--- config.mk ---
export PLATFORM = sky130hd
export DESIGN_NAME = meis_top
export DESIGN_NICKNAME = d
export VERILOG_FILES = /design/src/include/meis_pkg.sv /design/src/verilog/meis_top.sv
export VERILOG_INCLUDE_DIRS = /design/src /design/src/include
export SDC_FILE = /design/constraint.sdc
export NUM_CORES = 1
export LEC_CHECK = 0
export BUFFER_PORTS_ARGS = -buffer_cell sky130_fd_sc_hd__buf_2
export CORE_MARGIN = 1
export CORE_UTILIZATION = 30
export CTS_CLUSTER_SIZE = 14
export DETAILED_ROUTE_END_ITERATION = 10
export GPL_TIMING_DRIVEN = 0
export PLACE_DENSITY = 0.58
export SYNTH_ARGS = -nofsm -noshare
export SYNTH_HDL_FRONTEND = slang
export SYNTH_SLANG_ARGS = --single-unit
--- constraint.sdc ---
create_clock -name clk_sys -period 5.8 [get_ports clk_sys]
set_clock_uncertainty 0.15 [all_clocks]
set_input_delay 0.58 -clock clk_sys [delete_from_list [all_inputs] [get_ports clk_sys]]
set_output_delay 0.58 -clock clk_sys [all_outputs]
set_load 0.01 [all_outputs]
--- src/include/meis_consts.svh ---
// constants of the external interrupt source block
`ifndef MEIS_CONSTS_SVH
`define MEIS_CONSTS_SVH
// register indices: the byte address is four times the index
`define MEIS_IDX_CHMODE 8'h16
`define MEIS_IDX_CICLR 8'h46
`define MEIS_IDX_CFG2 8'h4a
`define MEIS_IDX_CAUSE1 8'h41
`define MEIS_IDX_CAUSE2 8'h42
`define MEIS_IDX_MASK1 8'h43
`define MEIS_IDX_MASK2 8'h44
`define MEIS_IDX_CFG1 8'h40
`define MEIS_IDX_VIDST 8'h47
`define MEIS_IDX_TEMP 8'h48
`define MEIS_IDX_DACSET 8'h49
`define MEIS_IDX_DACOUT 8'h4b
// field positions
`define MEIS_CHMODE_GRPDIS 7
`define MEIS_CFG1_INTEN 1
`define MEIS_CFG1_INTCLR 3
`define MEIS_CICLR_GO 7
`define MEIS_CAUSE2_CI 4
`define MEIS_CAUSE2_OVERHEAT_LINE_N 5
`define MEIS_CAUSE2_D1 6
`define MEIS_CAUSE2_D2 7
`define MEIS_CFG2_IRQ3EN 4
`define MEIS_CFG2_IRQ4EN 5
// reset values
`define MEIS_RST_MASK 8'hff
`define MEIS_RST_ZERO 8'h00
// timing, diode readings and dac full scale
`define MEIS_CI_PULSE_MS 20
`define MEIS_CLK_HZ 100000000
`define MEIS_TEMP_OPEN 8'h7f
`define MEIS_TEMP_SHORT 8'h00
`define MEIS_DAC_FULL 8'hff
`endif

--- src/include/meis_pkg.sv ---
// types of the external interrupt source block
package meis_pkg;
  typedef enum logic [1:0] {
    MEIS_CI_IDLE = 2'b01,
    MEIS_CI_PULSE = 2'b10
  } meis_ci_e;
  typedef enum logic [2:0] {
    MEIS_DIODE_OK = 3'b001,
    MEIS_DIODE_OPEN = 3'b010,
    MEIS_DIODE_SHORT = 3'b100
  } meis_diode_e;
endpackage

--- src/verilog/meis_top.sv ---
// external interrupt sources, diode check and intrusion reset pulse
`timescale 1ns/1ns
`include "meis_consts.svh"
module meis_top
  import meis_pkg::*;
#(
  parameter int CI_PULSE_CYC =
    (`MEIS_CI_PULSE_MS * (`MEIS_CLK_HZ / 1000)),
  parameter int REQ_WIDTH = 5
) (
  input wire logic clk_sys,
  input wire logic rst,
  input wire logic clkEn,
  input wire logic [9:0] awaddr,
  input wire logic awvalid,
  output logic awready,
  input wire logic [31:0] wdata,
  input wire logic [3:0] wstrb,
  input wire logic wvalid,
  output logic wready,
  output logic [1:0] bresp,
  output logic bvalid,
  input wire logic bready,
  input wire logic [9:0] araddr,
  input wire logic arvalid,
  output logic arready,
  output logic [31:0] rdata,
  output logic [1:0] rresp,
  output logic rvalid,
  input wire logic rready,
  input wire logic convDone,
  input wire logic [1:0] diodeOpen,
  input wire logic [1:0] diodeShort,
  input wire logic [15:0] remoteTemp,
  input wire logic limitOverheat,
  input wire logic [7:0] otherCause1,
  input wire logic [3:0] otherCause2,
  input wire logic [REQ_WIDTH-1:0] extRequestPins,
  input wire logic chassisIntrusionIn,
  output logic chassisIntrusionOut,
  output logic chassisIntrusionOe,
  input wire logic overheatLineIn,
  output logic overheatLineOut,
  output logic overheatLineOe,
  output logic [7:0] dacOut,
  output logic intOut_n
);

  // ****************************************************
  // input synchronisers
  // ****************************************************
  logic [REQ_WIDTH-1:0] reqMeta, voltageIdStatus;
  logic ciMeta, ciSync, thMeta, thSync;
  always_ff @(posedge clk_sys or posedge rst) begin
    if (rst) begin
      reqMeta <= '0;
      voltageIdStatus <= '0;
      ciMeta <= 1'b0;
      ciSync <= 1'b0;
      thMeta <= 1'b1;
      thSync <= 1'b1;
    end else if (clkEn) begin
      reqMeta <= extRequestPins;
      voltageIdStatus <= reqMeta;
      ciMeta <= chassisIntrusionIn;
      ciSync <= ciMeta;
      thMeta <= overheatLineIn;
      thSync <= thMeta;
    end
  end

  // ****************************************************
  // own overheat drive, aligned with the synchronised line
  // ****************************************************
  // without this the two-cycle sync lag reads our own released
  // pull-low as an external one
  logic ohOeDly1, ohOeDly2;
  always_ff @(posedge clk_sys or posedge rst) begin
    if (rst) begin
      ohOeDly1 <= 1'b0;
      ohOeDly2 <= 1'b0;
    end else if (clkEn) begin
      ohOeDly1 <= overheatLineOe;
      ohOeDly2 <= ohOeDly1;
    end
  end
  logic extHotSeen;
  assign extHotSeen = !thSync && !ohOeDly2 && !overheatLineOe;

  // ****************************************************
  // registers
  // ****************************************************
  logic [7:0] channelMode, configTwo, configOne, mask1, mask2;
  logic [7:0] cause1, cause2, dacSetting, reportTemp1, reportTemp2;
  logic ciGo;
  meis_ci_e ciState;
  logic [31:0] ciCount;
  logic wrFire, rdFire, awHeld, wHeld;
  logic [7:0] awAddrQ;
  logic [31:0] wDataQ;
  logic [3:0] wStrbQ;

  function automatic logic [7:0] addrIdx(input logic [9:0] a);
    addrIdx = a[9:2];
  endfunction

  function automatic logic mapped(input logic [7:0] i);
    unique case (i)
      `MEIS_IDX_CHMODE, `MEIS_IDX_CICLR, `MEIS_IDX_CFG2,
      `MEIS_IDX_CAUSE1, `MEIS_IDX_CAUSE2, `MEIS_IDX_MASK1,
      `MEIS_IDX_MASK2, `MEIS_IDX_CFG1, `MEIS_IDX_VIDST,
      `MEIS_IDX_TEMP, `MEIS_IDX_DACSET, `MEIS_IDX_DACOUT:
        mapped = 1'b1;
      default: mapped = 1'b0;
    endcase
  endfunction

  // write channel: address and data may arrive in either order
  // ready stays low until the response is taken: one write at a time
  always_ff @(posedge clk_sys or posedge rst) begin
    if (rst) begin
      awready <= 1'b1;
      wready <= 1'b1;
      awHeld <= 1'b0;
      wHeld <= 1'b0;
      awAddrQ <= '0;
      wDataQ <= '0;
      wStrbQ <= '0;
      bvalid <= 1'b0;
      bresp <= 2'b00;
    end else if (clkEn) begin
      if (awvalid && awready) begin
        awHeld <= 1'b1;
        awready <= 1'b0;
        awAddrQ <= addrIdx(awaddr);
      end
      if (wvalid && wready) begin
        wHeld <= 1'b1;
        wready <= 1'b0;
        wDataQ <= wdata;
        wStrbQ <= wstrb;
      end
      if (wrFire) begin
        awHeld <= 1'b0;
        wHeld <= 1'b0;
        bvalid <= 1'b1;
        bresp <= mapped(awAddrQ) ? 2'b00 : 2'b10;
      end
      if (bvalid && bready) begin
        bvalid <= 1'b0;
        awready <= 1'b1;
        wready <= 1'b1;
      end
    end
  end
  assign wrFire = awHeld && wHeld && !bvalid;

  logic wrByte0;
  assign wrByte0 = wrFire && wStrbQ[0];

  always_ff @(posedge clk_sys or posedge rst) begin
    if (rst) begin
      channelMode <= `MEIS_RST_ZERO;
      configTwo <= `MEIS_RST_ZERO;
      configOne <= `MEIS_RST_ZERO;
      mask1 <= `MEIS_RST_MASK;
      mask2 <= `MEIS_RST_MASK;
      dacSetting <= `MEIS_RST_ZERO;
    end else if (clkEn && wrByte0) begin
      unique case (awAddrQ)
        `MEIS_IDX_CHMODE: channelMode <= wDataQ[7:0];
        `MEIS_IDX_CFG2: configTwo <= wDataQ[7:0];
        `MEIS_IDX_CFG1: configOne <= wDataQ[7:0];
        `MEIS_IDX_MASK1: mask1 <= wDataQ[7:0];
        `MEIS_IDX_MASK2: mask2 <= wDataQ[7:0];
        `MEIS_IDX_DACSET: dacSetting <= wDataQ[7:0];
        default: ;
      endcase
    end
  end

  // ****************************************************
  // intrusion reset pulse
  // ****************************************************
  always_ff @(posedge clk_sys or posedge rst) begin
    if (rst) begin
      ciGo <= 1'b0;
      ciState <= MEIS_CI_IDLE;
      ciCount <= '0;
      chassisIntrusionOe <= 1'b0;
    end else if (clkEn) begin
      unique case (ciState)
        MEIS_CI_IDLE: begin
          if (wrByte0 && awAddrQ == `MEIS_IDX_CICLR &&
              wDataQ[`MEIS_CICLR_GO]) begin
            ciGo <= 1'b1;
            ciState <= MEIS_CI_PULSE;
            ciCount <= '0;
            chassisIntrusionOe <= 1'b1;
          end
        end
        MEIS_CI_PULSE: begin
          // a second clear during the pulse does not restart it
          ciGo <= 1'b0;
          ciCount <= ciCount + 32'h1;
          if (ciCount >= 32'(CI_PULSE_CYC - 1)) begin
            ciState <= MEIS_CI_IDLE;
            chassisIntrusionOe <= 1'b0;
          end
        end
      endcase
    end
  end
  assign chassisIntrusionOut = 1'b0;

  // ****************************************************
  // diode check and cause registers
  // ****************************************************
  logic [1:0] diodeFault;
  logic ciEvent, thEvent, rdCause1, rdCause2;
  logic [7:0] set1, set2;
  assign thEvent = extHotSeen;
  assign ciEvent = ciSync && !chassisIntrusionOe;
  assign diodeFault = diodeOpen;
  assign set1 = convDone ? otherCause1 : 8'h00;
  assign set2 = {diodeFault[1] & convDone, diodeFault[0] & convDone,
                 thEvent, ciEvent, otherCause2 & {4{convDone}}};

  function automatic logic [7:0] diodeRead(input logic isOpen,
      input logic isShort, input logic [7:0] raw);
    if (isOpen) diodeRead = `MEIS_TEMP_OPEN;
    else if (isShort) diodeRead = `MEIS_TEMP_SHORT;
    else diodeRead = raw;
  endfunction

  always_ff @(posedge clk_sys or posedge rst) begin
    if (rst) begin
      reportTemp1 <= `MEIS_TEMP_SHORT;
      reportTemp2 <= `MEIS_TEMP_SHORT;
    end else if (clkEn && convDone) begin
      reportTemp1 <= diodeRead(diodeOpen[0], diodeShort[0],
        remoteTemp[7:0]);
      reportTemp2 <= diodeRead(diodeOpen[1], diodeShort[1],
        remoteTemp[15:8]);
    end
  end

  // set wins over a clearing read in the same cycle
  always_ff @(posedge clk_sys or posedge rst) begin
    if (rst) begin
      cause1 <= `MEIS_RST_ZERO;
      cause2 <= `MEIS_RST_ZERO;
    end else if (clkEn) begin
      cause1 <= (rdCause1 ? 8'h00 : cause1) | set1;
      cause2 <= (rdCause2 ? 8'h00 : cause2) | set2;
    end
  end

  // ****************************************************
  // read channel
  // ****************************************************
  logic [7:0] rdIdx;
  assign rdIdx = addrIdx(araddr);
  assign rdFire = arvalid && arready;
  assign rdCause1 = clkEn && rdFire && rdIdx == `MEIS_IDX_CAUSE1;
  assign rdCause2 = clkEn && rdFire && rdIdx == `MEIS_IDX_CAUSE2;

  logic [7:0] rdVal;
  always_comb begin
    rdVal = 8'h00;
    unique case (rdIdx)
      `MEIS_IDX_CHMODE: rdVal = channelMode;
      `MEIS_IDX_CICLR: rdVal = {ciGo, 7'h00};
      `MEIS_IDX_CFG2: rdVal = configTwo;
      `MEIS_IDX_CFG1: rdVal = configOne;
      `MEIS_IDX_CAUSE1: rdVal = cause1;
      `MEIS_IDX_CAUSE2: rdVal = cause2;
      `MEIS_IDX_MASK1: rdVal = mask1;
      `MEIS_IDX_MASK2: rdVal = mask2;
      `MEIS_IDX_VIDST: rdVal = 8'(voltageIdStatus);
      `MEIS_IDX_TEMP: rdVal = reportTemp1;
      `MEIS_IDX_DACSET: rdVal = dacSetting;
      `MEIS_IDX_DACOUT: rdVal = reportTemp2;
      default: rdVal = 8'h00;
    endcase
  end

  // arready low while rdata stands: one read at a time
  always_ff @(posedge clk_sys or posedge rst) begin
    if (rst) begin
      arready <= 1'b1;
      rvalid <= 1'b0;
      rdata <= '0;
      rresp <= 2'b00;
    end else if (clkEn) begin
      if (rdFire) begin
        arready <= 1'b0;
        rvalid <= 1'b1;
        rdata <= {24'h000000, rdVal};
        rresp <= mapped(rdIdx) ? 2'b00 : 2'b10;
      end else if (rvalid && rready) begin
        rvalid <= 1'b0;
        arready <= 1'b1;
      end
    end
  end

  // ****************************************************
  // interrupt, overheat line and dac
  // ****************************************************
  logic grpEn, reqHit, causeHit, next_intOut_n;
  assign grpEn = !channelMode[`MEIS_CHMODE_GRPDIS];
  // low requests ignore the masks by design
  assign reqHit = grpEn && (
    |(~voltageIdStatus[2:0] & channelMode[2:0]) ||
    (voltageIdStatus[3] && channelMode[3] &&
     configTwo[`MEIS_CFG2_IRQ3EN]) ||
    (voltageIdStatus[4] && channelMode[4] &&
     configTwo[`MEIS_CFG2_IRQ4EN]));
  assign causeHit = |(cause1 & ~mask1) || |(cause2 & ~mask2);
  assign next_intOut_n = !(configOne[`MEIS_CFG1_INTEN] &&
    !configOne[`MEIS_CFG1_INTCLR] &&
    (reqHit || causeHit));

  always_ff @(posedge clk_sys or posedge rst) begin
    if (rst) begin
      intOut_n <= 1'b1;
    end else if (clkEn) begin
      intOut_n <= next_intOut_n;
    end
  end

  always_ff @(posedge clk_sys or posedge rst) begin
    if (rst) begin
      overheatLineOe <= 1'b0;
    end else if (clkEn) begin
      overheatLineOe <= limitOverheat;
    end
  end

  // full scale at reset and while extHotSeen is high; other enabled cycles load dacSetting, zero until software writes it
  always_ff @(posedge clk_sys or posedge rst) begin
    if (rst) begin
      dacOut <= `MEIS_DAC_FULL;
    end else if (clkEn) begin
      dacOut <= extHotSeen ?
        `MEIS_DAC_FULL : dacSetting;
    end
  end
  assign overheatLineOut = 1'b0;

endmodule // meis_top

# == Word-level counts from Yosys, hierarchy flattened ==
# Index checks and enable logic that the tools add are counted.
# op_classes
addsub,1
n_lt_le_gt_ge,1
n_eq_ne,28
n_mux,40
bitwise_logic,11
n_reduce_logical,66
# op_table
cell,n
$eq 8x7->1 const B,22
$pmux 8 s12,1
$mux 8,8
$pmux 32 s2,1
$reduce_and 2->1,17
$add 32x1->32 const B,1
$ge 32x21->1 const B,1
$mux 32,1
$logic_and 1x1->1,25
$reduce_or 12->1,2
$mux 1,22
$and 8x8->8,2
$eq 8x5->1 const B,2
$not 8->8,2
$or 8x8->8,2
$reduce_or 8->1,2
$reduce_bool 2->1,6
$logic_not 1->1,8
$mux 2,4
$and 4x4->4,1
$logic_or 1x1->1,4
$ne 2x2->1 const B,2
$pmux 1 s2,2
$pmux 2 s2,1
other kinds (7),8
# word_totals
reg_bits,178
input_bits,105
output_inout_bits,54
word_cells,185

# == Longest topological paths before layout ==
# depth
ltp_word,9
depth_mapped,7
ltp_nobuf,6

# == Worst setup path before layout ==
# OpenSTA, ideal clock, no wires.
# synth_path
path_type,input to register
start,input clkEn
end,register dacSetting[0]
setup_time_ns,0.128
arrival_ns,1.962
required_time_ns,5.522
path_slack_ns,3.561
stages,6
n_path_buf,1
path_cell_list,and4b_1 -> buf_4 -> and2_1 -> nor3b_4 -> nand4b_4 -> mux2_1
# synth_via
elab_chain_len,2
# synth_rtl
item,line_no,rtl
from (decl),meis_top.sv:13,"input wire logic clkEn,"
$logic_and 1x1->1,meis_top.sv:169,end else if (clkEn && wrByte0) begin
$reduce_and 2->1 (no source line),-,
to (signal assigned),meis_top.sv:168,dacSetting <= `MEIS_RST_ZERO;
to (signal assigned),meis_top.sv:176,`MEIS_IDX_DACSET: dacSetting <= wDataQ[7:0];
to (decl),meis_top.sv:94,"logic [7:0] cause1, cause2, dacSetting, reportTemp1, reportTemp2;"
# Every way passes these cells.
# A chain may end at the register's enable or synchronous reset.

# == Worst setup path after layout ==
# layout_path
start,input araddr[6]
end,register rdata[6]
# layout_via
elab_chain_len,2
word_cells_on_any_way,13
# layout_rtl
item,line_no,rtl
from (decl),meis_top.sv:24,"input wire logic [9:0] araddr,"
$eq 8x7->1 or $eq 8x5->1 (tied branches),meis_top.sv:271,unique case (rdIdx)
$pmux 8 s12 (*),meis_top.sv:271,
to (signal assigned),meis_top.sv:299,"rdata <= {24'h000000, rdVal};"
to (decl),meis_top.sv:27,"output logic [31:0] rdata,"
# Every way passes the cells marked *; elsewhere a longest branch is shown, timed or not.

==> results.py <==
metrics = {
    "worst_setup_path": {
        "cpLargestDelayFamily": "simple AND/OR/NAND/NOR gates",
        "critPathMaxStageDelay_ns": 0.89,
        "cp-start-kind": "input pin",
        "timing.critical_path.arrival_ns": 2.83,
        "timing.critical_path.fanout_max": 10,
        "critical_path.n_buffers_inverters": 2,
        "crit_path_end_kind": "flop",
        "rr_worst_depth": 7,
        "timing_worst_setup_path_type": "in2reg",
        "path_depth": 6,
        "crit_path_cell_trace": "buf_2 > nor4b_1 > clkbuf_1 > a32oi_1 > o32ai_1 > o221a_2",
        "worst-endpoint-required_ns": 6.02,
        "cp_slowest_cell": "nor4b_1",
    },
    "timing": {
        "timing.final.crit_period_ns": 2.612,
        "timing_worst_slew_pin_value_ns": 1.029,
        "fin_crit_sh": 0.4504,
        "fmax_ghz": 0.3828,
        "rsz0062_at_grt": "no",
        "final-hold-violation-count": 0,
        "timing.setup.tns_ns": 0,
        "slew_viol_final": 0,
        "setup-violations-final": 0,
        "timing.slew.headroom": 0.3042,
    },
    "hold_path": {
        "hold_path_class": "in2async",
    },
    "die": {
        "die_area_mm2": 0.03012,
        "die_width_um": 173.5,
        "initial_utilization": 0.3059,
        "core_mm2": 0.02886,
        "io-pin-count": 159,
        "floorplan.rows": 62,
        "die_height_um": 173.5,
    },
    "finish": {
        "layout.cells.most_common": "dfrtp_1",
        "syn_to_layout_area_delta_pct": 19.02,
        "final.fill_count": 2932,
        "num-nets-final": 1049,
        "layout-drive-gt1-share": 0.3368,
        "layout_utilization": 0.3641,
        "postLayoutCellArea_mm2": 0.01051,
        "antennaDiodeCount": 0,
        "layout.cells.most_common_list": "144 x dfrtp_1, 110 x buf_2, 79 x mux2_2, 69 x nand2_1, 43 x o21ai_0",
    },
    "clock_tree": {
        "cts_post_setup_buffers_inserted": 0,
        "cts-root-buf": "clkbuf_16",
        "clock_latency_ns": 0.43,
        "path_clk_slew_ns": 0.07,
        "ctsLongestPathBuffers": 2,
        "tritoncts_clock_tree": "yes",
        "cts_hold_buffers": 0,
        "clock_tree.htree_level_count": 4,
        "ctsResizeCount": 0,
        "cts.sink_count": 175,
        "cts_buffers": 17,
    },
    "yosys": {
        "syn_avg_cell_area_um2": 11.05,
        "synthesized_cell_area_mm2": 0.008828,
        "synthCells": 799,
        "synth-edff-count": 0,
        "synth.yosys.warnings": 0,
        "yosys_most_used_dff": "dfrtp_1",
        "post_synth_main_area_contributors": "dfrtp_1 41%, mux2_2 10%, dfstp_2 9.2%",
        "most_area_hungry_cell_type_in_the_yosys_netlist": "dfrtp_1",
        "synth_largest_type_area_fraction": 0.4082,
        "async_reset_ff_frac": 1.000,
        "register_bit_total_from_synthesis": 175,
        "ys_seq_area_frac": 0.5004,
        "synth_cell_types": 78,
    },
    "global_routing": {
        "grt_max_degree": 108,
        "initial_antenna_violation_count": 0,
        "global_route_total_usage_across_every_layer": 0.1714,
        "grt_pass1_wl_um": 39440,
        "grt_overflow_total": 0,
        "number_of_global_route_vias_before_repair": 6510,
    },
    "placement": {
        "gpl.final_weighted_congestion": 0.9488,
        "portBuffers": 97,
        "placement.cell_area_mm2": 0.009931,
        "hpwlAfterDp_um": 18710,
    },
    "detailed_routing": {
        "drt_pre_antenna_iters": 5,
        "wl_per_cell_um": 18.62,
        "routed_wl_um": 24960,
        "drc": 0,
        "vias": 6783,
        "drtIter0Drc": 538,
        "vias_per_cell": 5.062,
        "antenna_violating_nets_post_route": 0,
    },
    "outcome": {
        "status": "completed",
    },
    "job": {
        "cap_viol_max_count": 0,
    },
    "pwr": {
        "ir_worst_vdd_mv": 0.1928,
        "power_density_mw_per_mm2": 305.9,
        "leakage_power_uw": 0.004805,
    },
}
-- worst paths after layout --
check | from | end | slack (ns)
max | araddr[6] | rdata[6]$_DFFE_PP0P_ | 3.19
min | rst | ciMeta$_DFFE_PP0P_ | 0.05
max reg2reg | awAddrQ[3]$_DFFE_PP0P_ | chassisIntrusionOe$_DFFE_PP0P_ | 3.35
min reg2reg | reqMeta[0]$_DFFE_PP0P_ | voltageIdStatus[0]$_DFFE_PP0P_ | 0.33
max in group asynchronous | rst | wready$_DFFE_PP1P_ | 4.55
min in group clk_sys | wdata[2] | wDataQ[2]$_DFFE_PP0P_ | 0.23
-- kinds of logic after synthesis --
kind of cell,share of synthesized area
compound gates,0.1560
xor+xnor,0.01686
fa+ha+maj,0.001417
buf+inv,0.06051
flops,0.5004
mux,0.1258
other cells,0.0004248
simple gates,0.1385
-- where the power goes --
| part | total [uW] | internal [uW] | switching [uW] | leakage (uW) |
|---|---|---|---|---|
| registers | 1560 | 1390 | 174 | 0.00214 |
| logic | 512 | 232 | 281 | 0.00239 |
| clock network | 1140 | 609 | 533 | 0.000273 |
-- synth_stat cells, types with 11 or more instances --
cell type / n
dfrtp_1: 144
mux2_2: 79
nand2_1: 69
o21ai_0: 43
nor2_1: 35
inv_1: 33
a21oi_1: 31
buf_4: 31
dfstp_2: 31
nand3_1: 23
a22o_1: 21
mux2i_1: 21
clkbuf_1: 18
xnor2_1: 17
buf_2: 13
and3_1: 12
a31oi_1: 11
-- metal layers --
layer	GRT usage	routed length [um]	up-vias
met5	0	0	-
met2	0.2662	11310	223
met3	0.03268	1187	38
li1	-	-	3177
met1	0.2370	11710	3345
met4	0.06158	745	0
-- final cells by class --
| type | count | area (um^2) | area share |
|---|---|---|---|
| timing repair buffer | 98 | 513.0 | 0.04882 |
| clock buffer | 18 | 429.2 | 0.04084 |
| buffer | 72 | 410.4 | 0.03906 |
| tap | 384 | 480.5 | 0.04573 |
| inverter | 33 | 131.4 | 0.01250 |
| clock inverter | 14 | 147.6 | 0.01405 |
| sequential | 175 | 4418 | 0.4205 |
| multi-input combinational | 546 | 3978 | 0.3785 |
-- per-stage QoR --
stage / hold WS [ns] / total power [uW] / cells / setup WS (ns)
after floorplan: 0.2902 / 1884 / 826 / 0.3761
after global placement: 0.3151 / 2090 / 1307 / -1.832
after detailed placement: 0.3135 / 2105 / 1308 / 2.894
after CTS: 0.05412 / 3252 / 1340 / 3.306
after global routing: 0.07042 / 3380 / 1340 / 3.104
final: 0.05029 / 3214 / 1340 / 3.188
-- flip-flops by register name, summed over array words and instances, names as in the netlist, 5 cells and up --
register / count
ciCount: 32
dacOut: 8
wDataQ: 8
cause1: 8
mask2: 8
channelMode: 8
cause2: 8
mask1: 8
voltageIdStatus: 5
configOne: 8
awAddrQ: 8
rdata: 8
dacSetting: 8
configTwo: 8
reqMeta: 5
reportTemp1: 8
reportTemp2: 8
(Power assumes the default switching activity.)
